==> src/design/ssp_status_pkg.sv <==
package ssp_status_pkg;
   // Register byte offsets
   localparam logic [7:0]  OFS_CTRL         = 8'h00;        // Control and mode bits
   localparam logic [7:0]  OFS_THRESH       = 8'h04;        // FIFO trigger thresholds
   localparam logic [7:0]  OFS_STATUS       = 8'h08;        // Status and flags
   localparam logic [7:0]  OFS_TIMEOUT      = 8'h0C;        // Receive idle timeout
   // Control bit positions
   localparam int          C_ENABLE         = 0;            // port_enable_bit
   localparam int          C_PACK           = 1;            // fifo_packing_enable
   localparam int          C_EXT_SIZE       = 2;            // extended_sample_size
   localparam int          C_NETWORK        = 3;            // network_frame_select
   localparam int          C_FRM_SLAVE      = 4;            // frame_direction_slave
   localparam int          C_RX_ONLY        = 5;            // receive_only_select
   localparam int          C_FIFO_TEST      = 6;            // fifo_test_mode
   localparam int          C_OVF_MASK       = 8;            // overflow_int_mask
   localparam int          C_UNR_MASK       = 9;            // underrun_int_mask
   localparam int          C_MIS_IE         = 10;           // misalign_int_enable
   localparam int          C_TMO_IE         = 11;           // timeout_int_enable
   localparam int          C_TRL_IE         = 12;           // trailing_int_enable
   localparam int          C_RXS_IE         = 13;           // rx_service_int_enable
   localparam int          C_RXS_DMA        = 14;           // rx_dma_request_enable
   localparam int          C_TXS_IE         = 15;           // tx_service_int_enable
   localparam int          C_TXS_DMA        = 16;           // tx_dma_request_enable
   localparam int          C_WIDTH_LO       = 17;           // Sample width minus one, 5 bits
   localparam logic [31:0] CTRL_WMASK       = 32'h003F_FF7F; // Writable control bits
   // Threshold field positions
   localparam int          T_TX_LO          = 0;            // tx_trigger_threshold
   localparam int          T_RX_LO          = 4;            // Receive threshold
   // Status bit positions
   localparam int          S_RX_ODD         = 31;
   localparam int          S_TX_ODD         = 30;
   localparam int          S_MISALIGN       = 23;
   localparam int          S_CSS            = 22;
   localparam int          S_UNDERRUN       = 21;
   localparam int          S_EOC            = 20;
   localparam int          S_TIMEOUT        = 19;
   localparam int          S_TRAILING       = 18;
   localparam int          S_RFL_LO         = 12;
   localparam int          S_TFL_LO         = 8;
   localparam int          S_OVERRUN        = 7;
   localparam int          S_RFS            = 6;
   localparam int          S_TFS            = 5;
   localparam int          S_BUSY           = 4;
   localparam int          S_RNE            = 3;
   localparam int          S_TNF            = 2;
   // FIFO geometry in samples
   localparam logic [5:0]  FIFO_ENTRIES     = 6'h10;        // 16 entries
   localparam logic [5:0]  PACK_TX_LIMIT    = 6'h1F;        // 31 samples: further writes lost
   localparam logic [5:0]  PACK_RX_LIMIT    = 6'h20;        // 32 samples
   localparam logic [3:0]  RFL_RESET        = 4'hF;         // Receive level at reset
   // Timing
   localparam logic [1:0]  CSS_SYNC_CYCLES  = 2'h3;         // Cycles to pass settings to serial clock
   localparam logic [1:0]  MISALIGN_DROP    = 2'h2;         // Samples dropped after misalignment
endpackage : ssp_status_pkg

==> src/design/ssp_status_flag_logic.sv <==
// Implementation choices: the Wishbone interface to the registers and the register offsets.
`timescale 1ns/1ps
// Summary of operation
// - Busy flag high while shifting, off when idle
// - Receive not-empty flag follows receive FIFO content
// - Transmit not-full flag low only when full unpacked, never low when packed
// - Receive odd-sample flag, zero without packing
// - Packed: odd transmit flag, discard write at 31
// - Sticky misalignment flag, W1C, optional interrupt
// - Misalignment drops current and next sample
// - Clock-sync pending while settings cross domains
// - Sticky underrun flag, W1C, maskable interrupt
// - Underrun only slave or network, not receive-only
// - Sticky end-of-chain flag, W1C
// - Sticky receive timeout flag, W1C, interrupt
// - Trailing-byte flag on end-of-chain with data
// - Receive level is entries minus one
// - Packed receive samples from level and odd
// - Transmit level is valid entry count
// - Packed transmit samples from level and odd
// - Overrun discards data, sticky W1C flag
// - Receive service above threshold, irq or DMA
// - Transmit service at/below threshold, irq or DMA
// - Sticky flags reset; disable clears all status
module ssp_status_flag_logic
   import ssp_status_pkg::*;
(
   input  wire logic        clk_i,            // 200 MHz clock
   input  wire logic        rst_i,            // Synchronous reset, active high
   input  wire logic        ce_i,             // Clock enable, freezes all state when low
   // Wishbone slave
   input  wire logic        cyc_i,
   input  wire logic        stb_i,
   input  wire logic        we_i,
   input  wire logic [7:0]  adr_i,
   input  wire logic [3:0]  sel_i,
   input  wire logic [31:0] dat_i,
   output logic      [31:0] dat_o,
   output logic             ack_o,
   // FIFO and shift engine events, same clock
   input  wire logic        tx_wr_i,          // One sample written toward transmit FIFO
   input  wire logic        tx_rd_i,          // Transmitter takes one sample
   input  wire logic        rx_wr_i,          // Receiver delivers one sample
   input  wire logic        rx_rd_i,          // One sample read from receive FIFO
   input  wire logic        shift_active_i,   // Shift engine moving framed data
   input  wire logic        dma_eoc_i,        // DMA end of receive chain, pulse
   // Serial pins, asynchronous
   input  wire logic        frame_sync_line_i,
   input  wire logic        serial_clock_line_i,
   // Requests
   output logic             irq_o,
   output logic             rx_dma_req_o,
   output logic             tx_dma_req_o,
   output logic             rx_drop_o         // Sample discarded in the previous cycle
);

   // Whole state of the block
   typedef struct packed {
      logic [31:0] ctrl;        // Control word
      logic [7:0]  thr;         // Thresholds
      logic [23:0] tmo;         // Idle timeout value
      logic [5:0]  tx_cnt;      // Transmit samples held
      logic [5:0]  rx_cnt;      // Receive samples held
      logic        misalign;
      logic        underrun;
      logic        eoc;
      logic        timeout;
      logic        trailing;
      logic        overrun;
      logic        clock_sync_pending;
      logic [1:0]  css_cnt;
      logic [23:0] idle_cnt;
      logic        fs_a;        // Frame synchroniser stage one
      logic        fs_b;
      logic        fs_d;
      logic        sc_a;        // Serial clock synchroniser stage one
      logic        sc_b;
      logic        sc_d;
      logic [5:0]  bit_cnt;     // Bits of current sample
      logic [1:0]  drop_cnt;    // Samples still to drop
      logic        busy;
      logic        ack;
      logic [31:0] dat;
      logic        irq;
      logic        rx_dma;
      logic        tx_dma;
      logic        drop;
   } state_t;

   state_t st_ff;               // Registered state
   state_t nxt_st;              // Next state

   // Entries occupied for a sample count
   function automatic logic [5:0] entries(input logic [5:0] cnt, input logic pk);
      logic [6:0] sum;
      sum = {1'b0, cnt} + 7'h01;
      return pk ? sum[6:1] : cnt;
   endfunction : entries

   // Byte-lane mask from select lines
   function automatic logic [31:0] lanes(input logic [3:0] sel);
      return {{8{sel[3]}}, {8{sel[2]}}, {8{sel[1]}}, {8{sel[0]}}};
   endfunction : lanes

   // Derived conditions
   logic        en;             // Port enabled
   logic        pk;             // Packing in effect
   logic [5:0]  tx_ent;         // Transmit entries
   logic [5:0]  rx_ent;         // Receive entries
   logic        tx_full;        // No more transmit samples accepted
   logic        rx_full;        // No more receive samples accepted
   logic        tx_fifo_has_space;            // Transmit not full as reported
   logic        rx_service_request;            // Receive service condition
   logic        tx_service_request;            // Transmit service condition
   logic [3:0]  rx_fifo_level;
   logic [3:0]  tx_fifo_level;
   logic [31:0] status;         // Status word as read
   logic        wr_hit;         // Write taking effect this cycle
   logic [31:0] wmask;          // Written byte lanes

   // Status word assembly
   always_comb begin
      en      = st_ff.ctrl[C_ENABLE];
      pk      = st_ff.ctrl[C_PACK] & ~st_ff.ctrl[C_EXT_SIZE];
      tx_ent  = entries(st_ff.tx_cnt, pk);
      rx_ent  = entries(st_ff.rx_cnt, pk);
      tx_full = pk ? (st_ff.tx_cnt == PACK_TX_LIMIT) : (st_ff.tx_cnt == FIFO_ENTRIES);
      rx_full = pk ? (st_ff.rx_cnt == PACK_RX_LIMIT) : (st_ff.rx_cnt == FIFO_ENTRIES);
      // Packed: full pairs below sixteen still read as not full
      tx_fifo_has_space     = pk ? (st_ff.tx_cnt[5:1] != 5'h10) : (st_ff.tx_cnt != FIFO_ENTRIES);
      rx_fifo_level     = pk ? (st_ff.rx_cnt[4:1] + {3'h0, st_ff.rx_cnt[0]} - 4'h1)
                   : (st_ff.rx_cnt[3:0] - 4'h1);
      tx_fifo_level     = pk ? st_ff.tx_cnt[4:1] : st_ff.tx_cnt[3:0];
      rx_service_request     = en & (rx_ent > {2'h0, st_ff.thr[T_RX_LO +: 4]});
      tx_service_request     = en & (tx_ent <= {2'h0, st_ff.thr[T_TX_LO +: 4]});
      status  = 32'h0000_0000;
      status[S_RX_ODD]       = pk & st_ff.rx_cnt[0];
      status[S_TX_ODD]       = pk & st_ff.tx_cnt[0];
      status[S_MISALIGN]     = st_ff.misalign;
      status[S_CSS]          = en & st_ff.clock_sync_pending;
      status[S_UNDERRUN]     = st_ff.underrun;
      status[S_EOC]          = st_ff.eoc;
      status[S_TIMEOUT]      = st_ff.timeout;
      status[S_TRAILING]     = st_ff.trailing;
      status[S_RFL_LO +: 4]  = en ? rx_fifo_level : RFL_RESET;
      status[S_TFL_LO +: 4]  = tx_fifo_level;
      status[S_OVERRUN]      = st_ff.overrun;
      status[S_RFS]          = rx_service_request;
      status[S_TFS]          = tx_service_request;
      status[S_BUSY]         = st_ff.busy;
      status[S_RNE]          = st_ff.rx_cnt != 6'h00;
      status[S_TNF]          = tx_fifo_has_space;
      wr_hit  = cyc_i & stb_i & we_i & st_ff.ack;
      wmask   = lanes(sel_i);
   end

   // Next state
   always_comb begin
      logic rx_inc;
      logic rx_dec;
      logic tx_inc;
      logic tx_dec;
      logic fr_rise;
      logic sc_rise;
      logic [31:0] clr;
      rx_inc  = 1'b0;
      rx_dec  = 1'b0;
      tx_inc  = 1'b0;
      tx_dec  = 1'b0;
      fr_rise = st_ff.fs_b & ~st_ff.fs_d;
      sc_rise = st_ff.sc_b & ~st_ff.sc_d;
      clr     = 32'h0000_0000;
      nxt_st  = st_ff;
      // Pin synchronisers and edge history
      nxt_st.fs_a = frame_sync_line_i;
      nxt_st.fs_b = st_ff.fs_a;
      nxt_st.fs_d = st_ff.fs_b;
      nxt_st.sc_a = serial_clock_line_i;
      nxt_st.sc_b = st_ff.sc_a;
      nxt_st.sc_d = st_ff.sc_b;
      // Bus answer, one wait state then ack for one cycle
      nxt_st.ack  = cyc_i & stb_i & ~st_ff.ack;
      if (cyc_i & stb_i & ~st_ff.ack) begin
         case (adr_i)
            OFS_CTRL:    nxt_st.dat = st_ff.ctrl;
            OFS_THRESH:  nxt_st.dat = {24'h00_0000, st_ff.thr};
            OFS_STATUS:  nxt_st.dat = status;
            OFS_TIMEOUT: nxt_st.dat = {8'h00, st_ff.tmo};
            default:     nxt_st.dat = 32'h0000_0000; // Unmapped reads zero
         endcase
      end
      // Register writes
      if (wr_hit) begin
         case (adr_i)
            OFS_CTRL: begin
               nxt_st.ctrl = (st_ff.ctrl & ~(wmask & CTRL_WMASK)) | (dat_i & wmask & CTRL_WMASK);
               nxt_st.clock_sync_pending     = 1'b1;
               nxt_st.css_cnt = CSS_SYNC_CYCLES;
            end
            OFS_THRESH:  nxt_st.thr = (st_ff.thr & ~wmask[7:0]) | (dat_i[7:0] & wmask[7:0]);
            OFS_TIMEOUT: nxt_st.tmo = (st_ff.tmo & ~wmask[23:0]) | (dat_i[23:0] & wmask[23:0]);
            OFS_STATUS:  clr = dat_i & wmask; // Ones clear sticky bits, zeros ignored
            default: begin
               // Unmapped writes are ignored
            end
         endcase
      end
      // Clearing by software, overridden below by new events
      if (clr[S_MISALIGN]) nxt_st.misalign = 1'b0;
      if (clr[S_UNDERRUN]) nxt_st.underrun = 1'b0;
      if (clr[S_EOC])      nxt_st.eoc      = 1'b0;
      if (clr[S_TIMEOUT])  nxt_st.timeout  = 1'b0;
      if (clr[S_TRAILING]) nxt_st.trailing = 1'b0;
      if (clr[S_OVERRUN])  nxt_st.overrun  = 1'b0;
      // Settings crossing into the serial clock domain
      if (!(wr_hit && adr_i == OFS_CTRL) && st_ff.clock_sync_pending) begin
         if (st_ff.css_cnt == 2'h0) nxt_st.clock_sync_pending = 1'b0;
         else nxt_st.css_cnt = st_ff.css_cnt - 2'h1;
      end
      nxt_st.drop = 1'b0;
      if (en) begin
         // Transmit side
         tx_inc = tx_wr_i & ~tx_full;
         tx_dec = tx_rd_i & (st_ff.tx_cnt != 6'h00);
         if (tx_rd_i && st_ff.tx_cnt == 6'h00 && !st_ff.ctrl[C_RX_ONLY] &&
             (st_ff.ctrl[C_FRM_SLAVE] || st_ff.ctrl[C_NETWORK])) begin
            nxt_st.underrun = 1'b1;
         end
         // Receive side, dropping after misalignment
         if (rx_wr_i && st_ff.drop_cnt != 2'h0) begin
            nxt_st.drop_cnt = st_ff.drop_cnt - 2'h1;
            nxt_st.drop     = 1'b1;
         end else if (rx_wr_i && rx_full) begin
            nxt_st.overrun = 1'b1;
            nxt_st.drop    = 1'b1;
         end else begin
            rx_inc = rx_wr_i;
         end
         rx_dec = rx_rd_i & (st_ff.rx_cnt != 6'h00);
         // Frame misalignment: frame rises mid-sample
         if (fr_rise && st_ff.bit_cnt != 6'h00) begin
            nxt_st.misalign = 1'b1;
            nxt_st.drop_cnt = MISALIGN_DROP;
            nxt_st.bit_cnt  = 6'h00;
         end else if (fr_rise) begin
            nxt_st.bit_cnt = 6'h00;
         end else if (sc_rise && (st_ff.fs_b || st_ff.bit_cnt != 6'h00)) begin
            if (st_ff.bit_cnt == {1'b0, st_ff.ctrl[C_WIDTH_LO +: 5]}) nxt_st.bit_cnt = 6'h00;
            else nxt_st.bit_cnt = st_ff.bit_cnt + 6'h01;
         end
         // End of chain and trailing data
         if (dma_eoc_i) begin
            nxt_st.eoc = 1'b1;
            if (st_ff.rx_cnt != 6'h00) nxt_st.trailing = 1'b1;
         end
         // Receive idle timeout
         if (rx_inc || st_ff.rx_cnt == 6'h00 || st_ff.tmo == 24'h00_0000) begin
            nxt_st.idle_cnt = 24'h00_0000;
         end else if (st_ff.idle_cnt != st_ff.tmo) begin
            nxt_st.idle_cnt = st_ff.idle_cnt + 24'h00_0001;
            if (st_ff.idle_cnt + 24'h00_0001 == st_ff.tmo) nxt_st.timeout = 1'b1;
         end
         nxt_st.tx_cnt = st_ff.tx_cnt + {5'h00, tx_inc} - {5'h00, tx_dec};
         nxt_st.rx_cnt = st_ff.rx_cnt + {5'h00, rx_inc} - {5'h00, rx_dec};
         nxt_st.busy   = shift_active_i;
      end else begin
         // Disabled: FIFOs empty and every status bit at reset value
         nxt_st.tx_cnt   = 6'h00;
         nxt_st.rx_cnt   = 6'h00;
         nxt_st.misalign = 1'b0;
         nxt_st.underrun = 1'b0;
         nxt_st.eoc      = 1'b0;
         nxt_st.timeout  = 1'b0;
         nxt_st.trailing = 1'b0;
         nxt_st.overrun  = 1'b0;
         nxt_st.busy     = 1'b0;
         nxt_st.idle_cnt = 24'h00_0000;
         nxt_st.bit_cnt  = 6'h00;
         nxt_st.drop_cnt = 2'h0;
      end
      // Request outputs from current flags
      nxt_st.irq = (st_ff.overrun  & ~st_ff.ctrl[C_OVF_MASK]) |
                   (st_ff.underrun & ~st_ff.ctrl[C_UNR_MASK]) |
                   (st_ff.misalign &  st_ff.ctrl[C_MIS_IE])   |
                   (st_ff.timeout  &  st_ff.ctrl[C_TMO_IE])   |
                   (st_ff.trailing &  st_ff.ctrl[C_TRL_IE])   |
                   (rx_service_request & st_ff.ctrl[C_RXS_IE]) |
                   (tx_service_request & st_ff.ctrl[C_TXS_IE]);
      nxt_st.rx_dma = rx_service_request & st_ff.ctrl[C_RXS_DMA];
      nxt_st.tx_dma = tx_service_request & st_ff.ctrl[C_TXS_DMA];
   end

   // State register
   always_ff @(posedge clk_i) begin
      if (rst_i) begin
         st_ff <= '0;
      end else if (ce_i) begin
         st_ff <= nxt_st;
      end
   end

   // Outputs straight from flops
   assign dat_o        = st_ff.dat;
   assign ack_o        = st_ff.ack;
   assign irq_o        = st_ff.irq;
   assign rx_dma_req_o = st_ff.rx_dma;
   assign tx_dma_req_o = st_ff.tx_dma;
   assign rx_drop_o    = st_ff.drop;
endmodule : ssp_status_flag_logic

==> config.mk <==
export PLATFORM = sky130hd
export DESIGN_NAME = ssp_status_flag_logic
export DESIGN_NICKNAME = d
export VERILOG_FILES = /design/src/design/ssp_status_pkg.sv /design/src/design/ssp_status_flag_logic.sv
export SDC_FILE = /design/constraint.sdc
export NUM_CORES = 1
export LEC_CHECK = 0
export BUFFER_PORTS_ARGS = -buffer_cell sky130_fd_sc_hd__buf_4
export CORE_UTILIZATION = 64
export CTS_CLUSTER_SIZE = 16
export DETAILED_ROUTE_END_ITERATION = 8
export MAX_ROUTING_LAYER = met4
export PLACE_DENSITY_LB_ADDON = 0.05
export SLEW_MARGIN = 30
export SYNTH_ARGS = -nofsm -noshare
export SYNTH_HDL_FRONTEND = slang
export SYNTH_SLANG_ARGS = --single-unit
==> constraint.sdc <==
create_clock -name clk_i -period 5.1 [get_ports clk_i]
set_clock_uncertainty 0.1 [all_clocks]
set_input_delay 0.255 -clock clk_i [delete_from_list [all_inputs] [get_ports clk_i]]
set_output_delay 0.255 -clock clk_i [all_outputs]
set_load 0.02 [all_outputs]
==> run summary, run 1 <==
status: finished, final reports clean
dpl ws: 1.52 ns
hpwl dp: 17200 microns
Pre-Repair DR Iteration Count: 5
final hold viol count: 0
synth unique cells: 71
post-synth top area share: 33.3%
CTS max path bufs: 2
clk root buf: clkbuf_16
WL final: 24300 microns
nets: 1225
Sequential Power Share: 45.1%
die width: 118 microns
DRT antenna net count: 0
CP max stage delay: 0.52 ns
Final Wtd Congestion: 0.980
switching fraction of total power: 24.0%
Syn Area/Cell: 8.00 sq um
IO Port Bufs: 79
count leader, synth: dfxtp_1
Final WS setup: 1.42 ns
GRT Total Usage: 36.1%
register area share after synthesis: 33.3%
drt initial violations: 870
Chip Height: 118 microns
first-pass GRT wire length: 38400 microns
CP Launch Type: register
initial core utilization: 65.4%
CTS H-Tree Depth: 4
Multi-input gate area: 5140 sq um
number of synthesis warnings: 0
slew of the pin with the lowest slew margin: 0.997 ns
setup violators final: 0
Area growth syn-to-layout: 13.3%
top cells by count, synth: dfxtp_1, nor2_1, nand2_1, a21oi_1, o21ai_0
reg2reg path depth: 14
Power Internal: 1910 uW
Critical Path Sink Type: register
post-CTS setup buffers: 0
Final Cycle Share: 72.1%
Die Area: 14000 sq um
num rows: 42
crit path kind: register to register
layout cells sized above 1: 12.0%
ANT cells: 0
Max-cap violations: 0
synthesized flop and latch total: 144
Hold Path Class: input port to register
Peak Freq: 272 MHz
hold depth: 3
crit-path most repeated cell: ha_1
Syn Inst Count: 1083
routed via count: 7989
FILL cells: 1093
asr flop ratio synth: 0%
ys flop type: dfxtp_1
fin. max-slew vios: 0
RSZ-0062 raised after global routing: no
total gr overflow: 0
largest net degree at the start of global routing: 81
Syn Std Cell Area: 8660 sq um
core area: 13200 sq um
Reg clk slew, reported paths: 0.06 ns
Worst Path Max Fanout: 20
post-cts gate resize count: 0
Clock Latency Late Sink: 0.43 ns
initial antenna violation count: 0
vias in the first global route: 7368
Slew headroom: 33.0%
setup TNS: 0 ns
Max VDD drop: 0.000242 V
biggest area consumer among synthesized cells: dfxtp_1
Routed WL per cell: 18.6 microns
CP cell instances: nand2b_1, inv_2, ha_1, nand3b_1, nand2_1, ha_1, inv_1, ha_1, fa_1, a21oi_1, nor2_1, or3_1, a32oi_1, nor2_1
Static Leakage: 0.00376 uW
top cells by area, synth: dfxtp_1, ha_1, nor2_1, nand2_1, a21oi_1
EDFF count, synth: 0
Critical Path RT: 5.28 ns
Net Sw Power: 601 uW
Logic pwr share: 5.4%
worst path arrival time: 3.86 ns
Final Critical Period: 3.68 ns
I/O pins: 95
critical path's slowest cell: nand2b_1
Pwr Density: 256 nW/um^2
Num CTS Buffers: 17
CTS sink cnt: 144
clock group share of total power: 49.4%
drt drc: 0
Vias/cell: 6.11
CTS tree: yes
register area: 2880 sq um
[path summary, 6_finish.rpt]
check             from   endpoint  slack (ns)
max reg2reg   register  st_ff[95]        1.42
max           register  st_ff[95]        1.42
min           dat_i[7]   register       0.006
min reg2reg  dat_o[31]  dat_o[31]        0.36
[worst max-delay path: cells and delay by family, from the launching register on]
| family | cells | cell delay, ns |
|---|---|---|
| compound gates | 2 | 0.37 |
| fa+ha+maj | 4 | 1.22 |
| buf+inv | 2 | 0.34 |
| flops | 1 | 0.36 |
| simple gates | 6 | 1.14 |
[metrics by stage]
step | hold WS [ns] | util (%) | instances | power, uW | instance area [sq um]
floorplan | 0.299 | - | 1088 | 1230 | 8680
global placement | 0.342 | 68.4 | 1258 | 1280 | 9060
detailed placement | 0.349 | 68.4 | 1258 | 1280 | 9060
CTS | 0.00436 | 74.1 | 1308 | 2510 | 9810
global route | 0.0133 | 74.1 | 1308 | 2580 | 9810
finish | 0.00629 | 74.1 | 1308 | 2510 | 9810
[cells in the final DEF (no fill, tap or decap), types with 6 or more instances in the layout]
master and count:
dlygate4sd3_1 18, nand2_1 111, nor4_1 11, conb_1 6, buf_4 88, nand2b_1 11, nand3_1 48, mux2i_1 37
clkbuf_16 17, o21a_1 7, o211ai_1 11, or4_1 8, dfxtp_1 144, o31ai_1 6, xor2_1 30, xnor2_1 38
nor2_1 120, nor3_1 13, a22o_1 7, or3_1 8, ha_1 46, inv_1 39, nand4_1 22, a21oi_1 81
a22oi_1 28, and2_1 12, and3_1 10, o21ai_0 52
[layout make-up]
class	instances	share of cell area (%)
Multi-Input combinational cell	810	52.4
Clock inverter	11	1.33
Sequential cell	144	29.4
Tap cell	176	2.25
Timing Repair Buffer	106	8.57
Clock buffer	21	4.49
Inverter	40	1.53
[repair_timing]
| action | CTS | global route |
|---|---|---|
| hold endpoints to repair | 28 | 0 |
| setup endpoints to repair | 0 | 0 |
| hold buffers | 18 | 0 |
[power by group through the flow]
stage / Sequential (uW) / Clock (uW) / Combinational [uW]
final: 1130 / 1240 / 136
after global routing: 1130 / 1300 / 145
after CTS: 1130 / 1250 / 134
after detailed placement: 1160 / 0 / 123
after global placement: 1160 / 0 / 122
after floorplan: 1160 / 0 / 72.0
[cells by family after synthesis]
group | share of synthesized area, %
fa+ha+maj | 7.11
flops | 33.3
compound gates | 18.3
mux | 4.80
xor+xnor | 6.88
buf+inv | 7.60
simple gates | 22.0
other cells | 0.0433
[metal layers]
layer  wire [microns]  GRT usage [%]  part of all wire [%]  vias up
met5                0              -                     0        -
met4              745           13.6                   3.1        0
met3             1650           5.69                   6.8       60
met2            11200           56.8                    46      333
met1            10700           46.8                    44     3743
li1                 -              -                     -     3853
Note: power is estimated with default switching activity, not from simulation.
==> run 2, diff against run 1 <==
--- a/config.mk
+++ b/config.mk
@@ -6,7 +6,7 @@
 export NUM_CORES = 1
 export LEC_CHECK = 0
 export BUFFER_PORTS_ARGS = -buffer_cell sky130_fd_sc_hd__buf_4
-export CORE_UTILIZATION = 64
+export CORE_UTILIZATION = 54
 export CTS_CLUSTER_SIZE = 16
 export DETAILED_ROUTE_END_ITERATION = 8
 export MAX_ROUTING_LAYER = met4
==> constraint.sdc (replaced) <==
create_clock -name clk_i -period 3.1 [get_ports clk_i]
set_clock_uncertainty 0.1 [all_clocks]
set_input_delay 0.155 -clock clk_i [delete_from_list [all_inputs] [get_ports clk_i]]
set_output_delay 0.155 -clock clk_i [all_outputs]
set_load 0.02 [all_outputs]
==> run 2 against run 1 <==
Compared with the run above:
- clock power rose by 56%
- worst setup slack got worse by 1.2 ns
- sequential share of layout area fell by 1.4 points
- first-iteration DRC count fell by 23%
- maximum frequency rose by 29%
- total power rose by 62%
- combinational power rose by 81%
- cell area rose by 5.2%
- critical path type unchanged
- critical endpoint unchanged
- largest power group unchanged
==> run summary, run 2 (synthesis results as in run 1) <==
Max VDD drop: 0.000396 V
Placed Instance Area: 9330 sq um
worst path arrival time: 3.06 ns
layout cells sized above 1: 14.5%
Final Critical Period: 2.85 ns
Hold Path Class: input port to register
Final Cycle Share: 91.9%
Worst setup startpoint: st_ff[93]
Critical Path Stages: 12
drt drc: 0
Critical Path RT: 3.31 ns
WL final: 25600 microns
setup TNS: 0 ns
crit-path most repeated cell: ha_1
routed via count: 8188
num rows: 45
largest net degree at the start of global routing: 63
ANT cells: 0
critical path's slowest cell: dfxtp_1
Critical Path Sink Type: register
CTS tree: yes
IO Port Bufs: 79
first-pass GRT wire length: 41100 microns
dpl ws: 0.170 ns
RSZ-0062 raised after global routing: no
CTS sink cnt: 144
final hold viol count: 0
crit path kind: register to register
clk root buf: clkbuf_16
R2R Path End: st_ff[95]
Worst Path Max Fanout: 10
total gr overflow: 0
initial core utilization: 56.1%
Static Leakage: 0.00397 uW
status: finished, final reports clean
Routed WL per cell: 18.3 microns
worst reg2reg path startpoint: st_ff[93]
slew of the pin with the lowest slew margin: 0.677 ns
Clock Latency Late Sink: 0.43 ns
DRT antenna net count: 0
Max-cap violations: 0
family with the most delay on the worst path: adder cells
CTS max path bufs: 2
reg2reg path depth: 12
I/O pins: 95
initial antenna violation count: 0
final instance area: 10300 sq um
Num CTS Buffers: 17
core area: 15400 sq um
CTS H-Tree Depth: 4
Reg clk slew, reported paths: 0.06 ns
Slew headroom: 54.9%
Final Wtd Congestion: 0.986
commonest non-fill, non-tap cell in the layout: dfxtp_1
Die Area: 16500 sq um
CP cell instances: inv_1, ha_1, a31oi_1, ha_1, inv_1, ha_1, fa_1, a21oi_1, nor2_1, or3_1, a32oi_1, nor2_1
Fin Hold WS: 0.0686 ns
Pwr Density: 393 nW/um^2
FILL cells: 1383
Chip Height: 129 microns
hpwl dp: 18600 microns
CP Launch Type: register
GRT Total Usage: 33.4%
Pre-Repair DR Iteration Count: 5
setup violators final: 0
Area growth syn-to-layout: 19.1%
Vias/cell: 5.87
most frequent cells in the layout: dfxtp_1, nor2_1, buf_4
nets: 1278
CP max stage delay: 0.57 ns
CP endpoint: st_ff[95]
Reg2Reg Setup Slack: 0.25 ns
vias in the first global route: 7639
Peak Freq: 351 MHz
crit path buf inv count: 2
die width: 129 microns
Final WS setup: 0.251 ns
drt initial violations: 669
fin. max-slew vios: 0
==> run 2: changes by cell type in the layout (fill, tap and decap cells not counted), sizes merged <==
cell / delta
dlygate4sd3: +24
clkbuf: -2
bufinv: -1
clkinv: +2
buf: +29
==> run 2: where the power goes <==
group	internal [uW]	switching, uW	leakage, uW
registers	1860	5.03	0.00116
logic	101	145	0.00254
clock network	1100	840	0.000268
total	3060	990	0.00397
==> run 2: area by class of cell <==
class	count	area [sq um]	area share (%)
timing repair buffer	159	1320	12.7
sequential	144	2890	28.0
multi-input combinational	810	5160	50.0
clock buffer	19	433	4.20
tap	211	264	2.56
inverter	40	150	1.46
clock inverter	12	110	1.07
==> run 2: routing by layer <==
metal	share of wire [%]	global-route usage, %	routed length, microns	vias to the layer above
met5	0	-	0	-
met4	3.1	14.3	801	0
met3	6.3	5.41	1620	71
met2	46	51.4	11700	330
met1	45	43.2	11400	3826
li1	-	-	-	3961
==> run 2: repair_timing <==
action / CTS / global route
hold buffers: 42 / 0
setup buffers: 0 / 0
endpoints found under the hold margin: 60 / 0
resized for setup: 0 / 7
setup endpoints to repair: 0 / 2
==> run 2: worst reg2reg max path: stages (launching register included) <==
cell and delay [ns]:
dfxtp_1 0.57, inv_1 0.12, ha_1 0.23, a31oi_1 0.18
ha_1 0.15, inv_1 0.04, ha_1 0.19, fa_1 0.40
a21oi_1 0.14, nor2_1 0.06, or3_1 0.30, a32oi_1 0.20
nor2_1 0.05
==> run 2: worst min path at each step <==
stage                   start   endpoint  slack, ns  cells past startpoint
6_report                 ce_i  st_ff[52]       0.07                      4
5_1_grt                  ce_i  st_ff[52]       0.08                      4
2_1_floorplan       dat_i[19]   register       0.20                      2
3_5_place_dp   shift_active_i  st_ff[37]       0.30                      3
4_1_cts                  ce_i  st_ff[52]       0.05                      4
3_3_place_gp   shift_active_i  st_ff[37]       0.29                      3
==> run 2: stage by stage <==
stage | utilization [%] | cells | total power [uW]
finish | 66.9 | 1395 | 4050
CTS | 66.7 | 1395 | 4070
floorplan | - | 1088 | 2020
global placement | 60.5 | 1322 | 2110
global route | 66.9 | 1395 | 4170
detailed placement | 60.5 | 1322 | 2110
==> run 3, diff against run 2 <==
--- a/config.mk
+++ b/config.mk
@@ -6,7 +6,7 @@
 export NUM_CORES = 1
 export LEC_CHECK = 0
 export BUFFER_PORTS_ARGS = -buffer_cell sky130_fd_sc_hd__buf_4
-export CORE_UTILIZATION = 54
+export CORE_UTILIZATION = 60
 export CTS_CLUSTER_SIZE = 16
 export DETAILED_ROUTE_END_ITERATION = 8
 export MAX_ROUTING_LAYER = met4
==> constraint.sdc (replaced) <==
create_clock -name clk_i -period 3.2 [get_ports clk_i]
set_clock_uncertainty 0.1 [all_clocks]
set_input_delay 0.16 -clock clk_i [delete_from_list [all_inputs] [get_ports clk_i]]
set_output_delay 0.16 -clock clk_i [all_outputs]
set_load 0.02 [all_outputs]
==> run 3 against run 2 <==
Compared with the run above:
- total power grew 0.23%
- flip-flop and latch count unchanged
- first-iteration DRC count increased by 44%
- via count fell by 0.11%
- final cell count decreased by 2.9%
- sequential power down 3%
- sequential share of layout area rose by 0.25 points
- hold slack worse by 0.011 ns
- critical endpoint unchanged
- largest power group unchanged
==> run summary, run 3 (synthesis results as in run 1) <==
CP max stage delay: 0.41 ns
crit-path most repeated cell: nor2_1
I/O pins: 95
Slew headroom: 44.7%
CTS sink cnt: 144
drt drc: 0
Reg2Reg Setup Slack: 0.24 ns
Chip Height: 122 microns
GRT Total Usage: 36.5%
CP Launch Type: register
Final Cycle Share: 92.6%
vias in the first global route: 7680
Routed WL per cell: 18.6 microns
reg2reg path depth: 16
Post-Layout Cell Count: 1355
Inst Count DP: 1282
total gr overflow: 0
CP cell instances: nand2b_2, inv_4, nor2_1, nand2_1, o21ai_1, nand3b_1, nand2_1, ha_1, inv_1, ha_1, fa_1, a21oi_1, nor2_1, or3_1, a32oi_1, nor2_1
hpwl dp: 18000 microns
Critical Path RT: 3.39 ns
status: finished, final reports clean
Pre-Repair DR Iteration Count: 6
fin. max-slew vios: 0
IO Port Bufs: 79
CTS tree: yes
CTS max path bufs: 2
CTS H-Tree Depth: 4
Clock Latency Late Sink: 0.43 ns
CP endpoint: st_ff[95]
num rows: 43
setup violators final: 0
Total Power: 4060 uW
Die Area: 14900 sq um
Max-cap violations: 0
Reg clk slew, reported paths: 0.06 ns
Max VDD drop: 0.000400 V
Area growth syn-to-layout: 18.1%
RSZ-0062 raised after global routing: no
Peak Freq: 337 MHz
final hold viol count: 0
critical path's slowest cell: fa_1
largest net degree at the start of global routing: 78
Critical Path Sink Type: register
Vias/cell: 6.04
Hold Path Class: input port to register
nets: 1268
setup TNS: 0 ns
Pwr Density: 397 nW/um^2
post-CTS setup buffers: 0
clk root buf: clkbuf_16
WL final: 25200 microns
R2R Path End: st_ff[95]
layout cells sized above 1: 13.8%
Final Critical Period: 2.96 ns
die width: 122 microns
worst path arrival time: 3.15 ns
slew of the pin with the lowest slew margin: 0.829 ns
crit path kind: register to register
core area: 14000 sq um
Final Wtd Congestion: 0.985
Worst Path Max Fanout: 13
most frequent cells in the layout: dfxtp_1, nor2_1, nand2_1
first-pass GRT wire length: 40300 microns
commonest non-fill, non-tap cell in the layout: dfxtp_1
Static Leakage: 0.00393 uW
initial core utilization: 61.9%
ANT cells: 0
routed via count: 8179
initial antenna violation count: 0
drt initial violations: 965
Num CTS Buffers: 17
DRT antenna net count: 0
==> run 3: cell types whose count changed in the layout (fill, tap and decap cells not counted), sizes merged <==
cell,before,now
buf,117,108
clkinv,6,3
clkinvlp,1,3
bufinv,1,2
dlygate4sd3,42,41
inv,44,45
==> run 3: cell type report <==
cell class	instances	area, sq um
clock buffers	19	443
fillers	1151	3760
clock inverters	13	154
inverters	40	153
multi-input cells	810	5150
repair buffers	149	1220
well taps	180	225
flip-flops and latches	144	2890
==> run 3: critical path, delay by kind of cell, from the launching register on <==
kind            cells  cell delay (ns)
flops               1             0.33
buf+inv             2             0.17
fa+ha+maj           3             0.86
simple gates        8             0.93
compound gates      3             0.41
==> run 3: how the worst min path moves through the flow <==
| stage | cells past startpoint | to | slack [ns] | startpoint |
|---|---|---|---|---|
| 6_report | 4 | st_ff[62] | 0.06 | ce_i |
| 5_1_grt | 4 | st_ff[62] | 0.09 | ce_i |
| 2_1_floorplan | 2 | register | 0.20 | dat_i[19] |
| 3_5_place_dp | 3 | st_ff[37] | 0.30 | shift_active_i |
| 3_3_place_gp | 3 | st_ff[37] | 0.29 | shift_active_i |
| 4_1_cts | 4 | st_ff[62] | 0.06 | ce_i |
==> run 3: what timing repair did <==
action                                  CTS  global route
resized for setup                         0             5
hold buffers                             41             0
endpoints found under the hold margin    59             0
endpoints found under the setup margin    0             2
==> run 3: stage by stage <==
stage	hold WS [ns]	area, sq um	setup WS (ns)	util [%]
after global routing	0.0910	10200	0.00111	73.1
final	0.0580	10200	0.237	73.1
after floorplan	0.204	8680	0.0426	-
after CTS	0.0568	10200	0.182	73.1
after global placement	0.294	9210	0.264	65.9
after detailed placement	0.300	9210	0.212	65.9
==> run 3: metal layers <==
layer | track usage (%) | wire [microns] | vias up
met4 | 16.8 | 1020 | 0
met3 | 5.43 | 1600 | 80
met5 | - | 0 | -
met1 | 47.6 | 11100 | 3824
met2 | 55.6 | 11400 | 330
li1 | - | - | 3945
==> run 3: where the power goes <==
part           switching, uW  leakage [uW]  total [uW]  internal [uW]
logic                    138       0.00249         233           94.9
clock network            839      0.000284        2030           1190
registers               5.01       0.00116        1800           1800
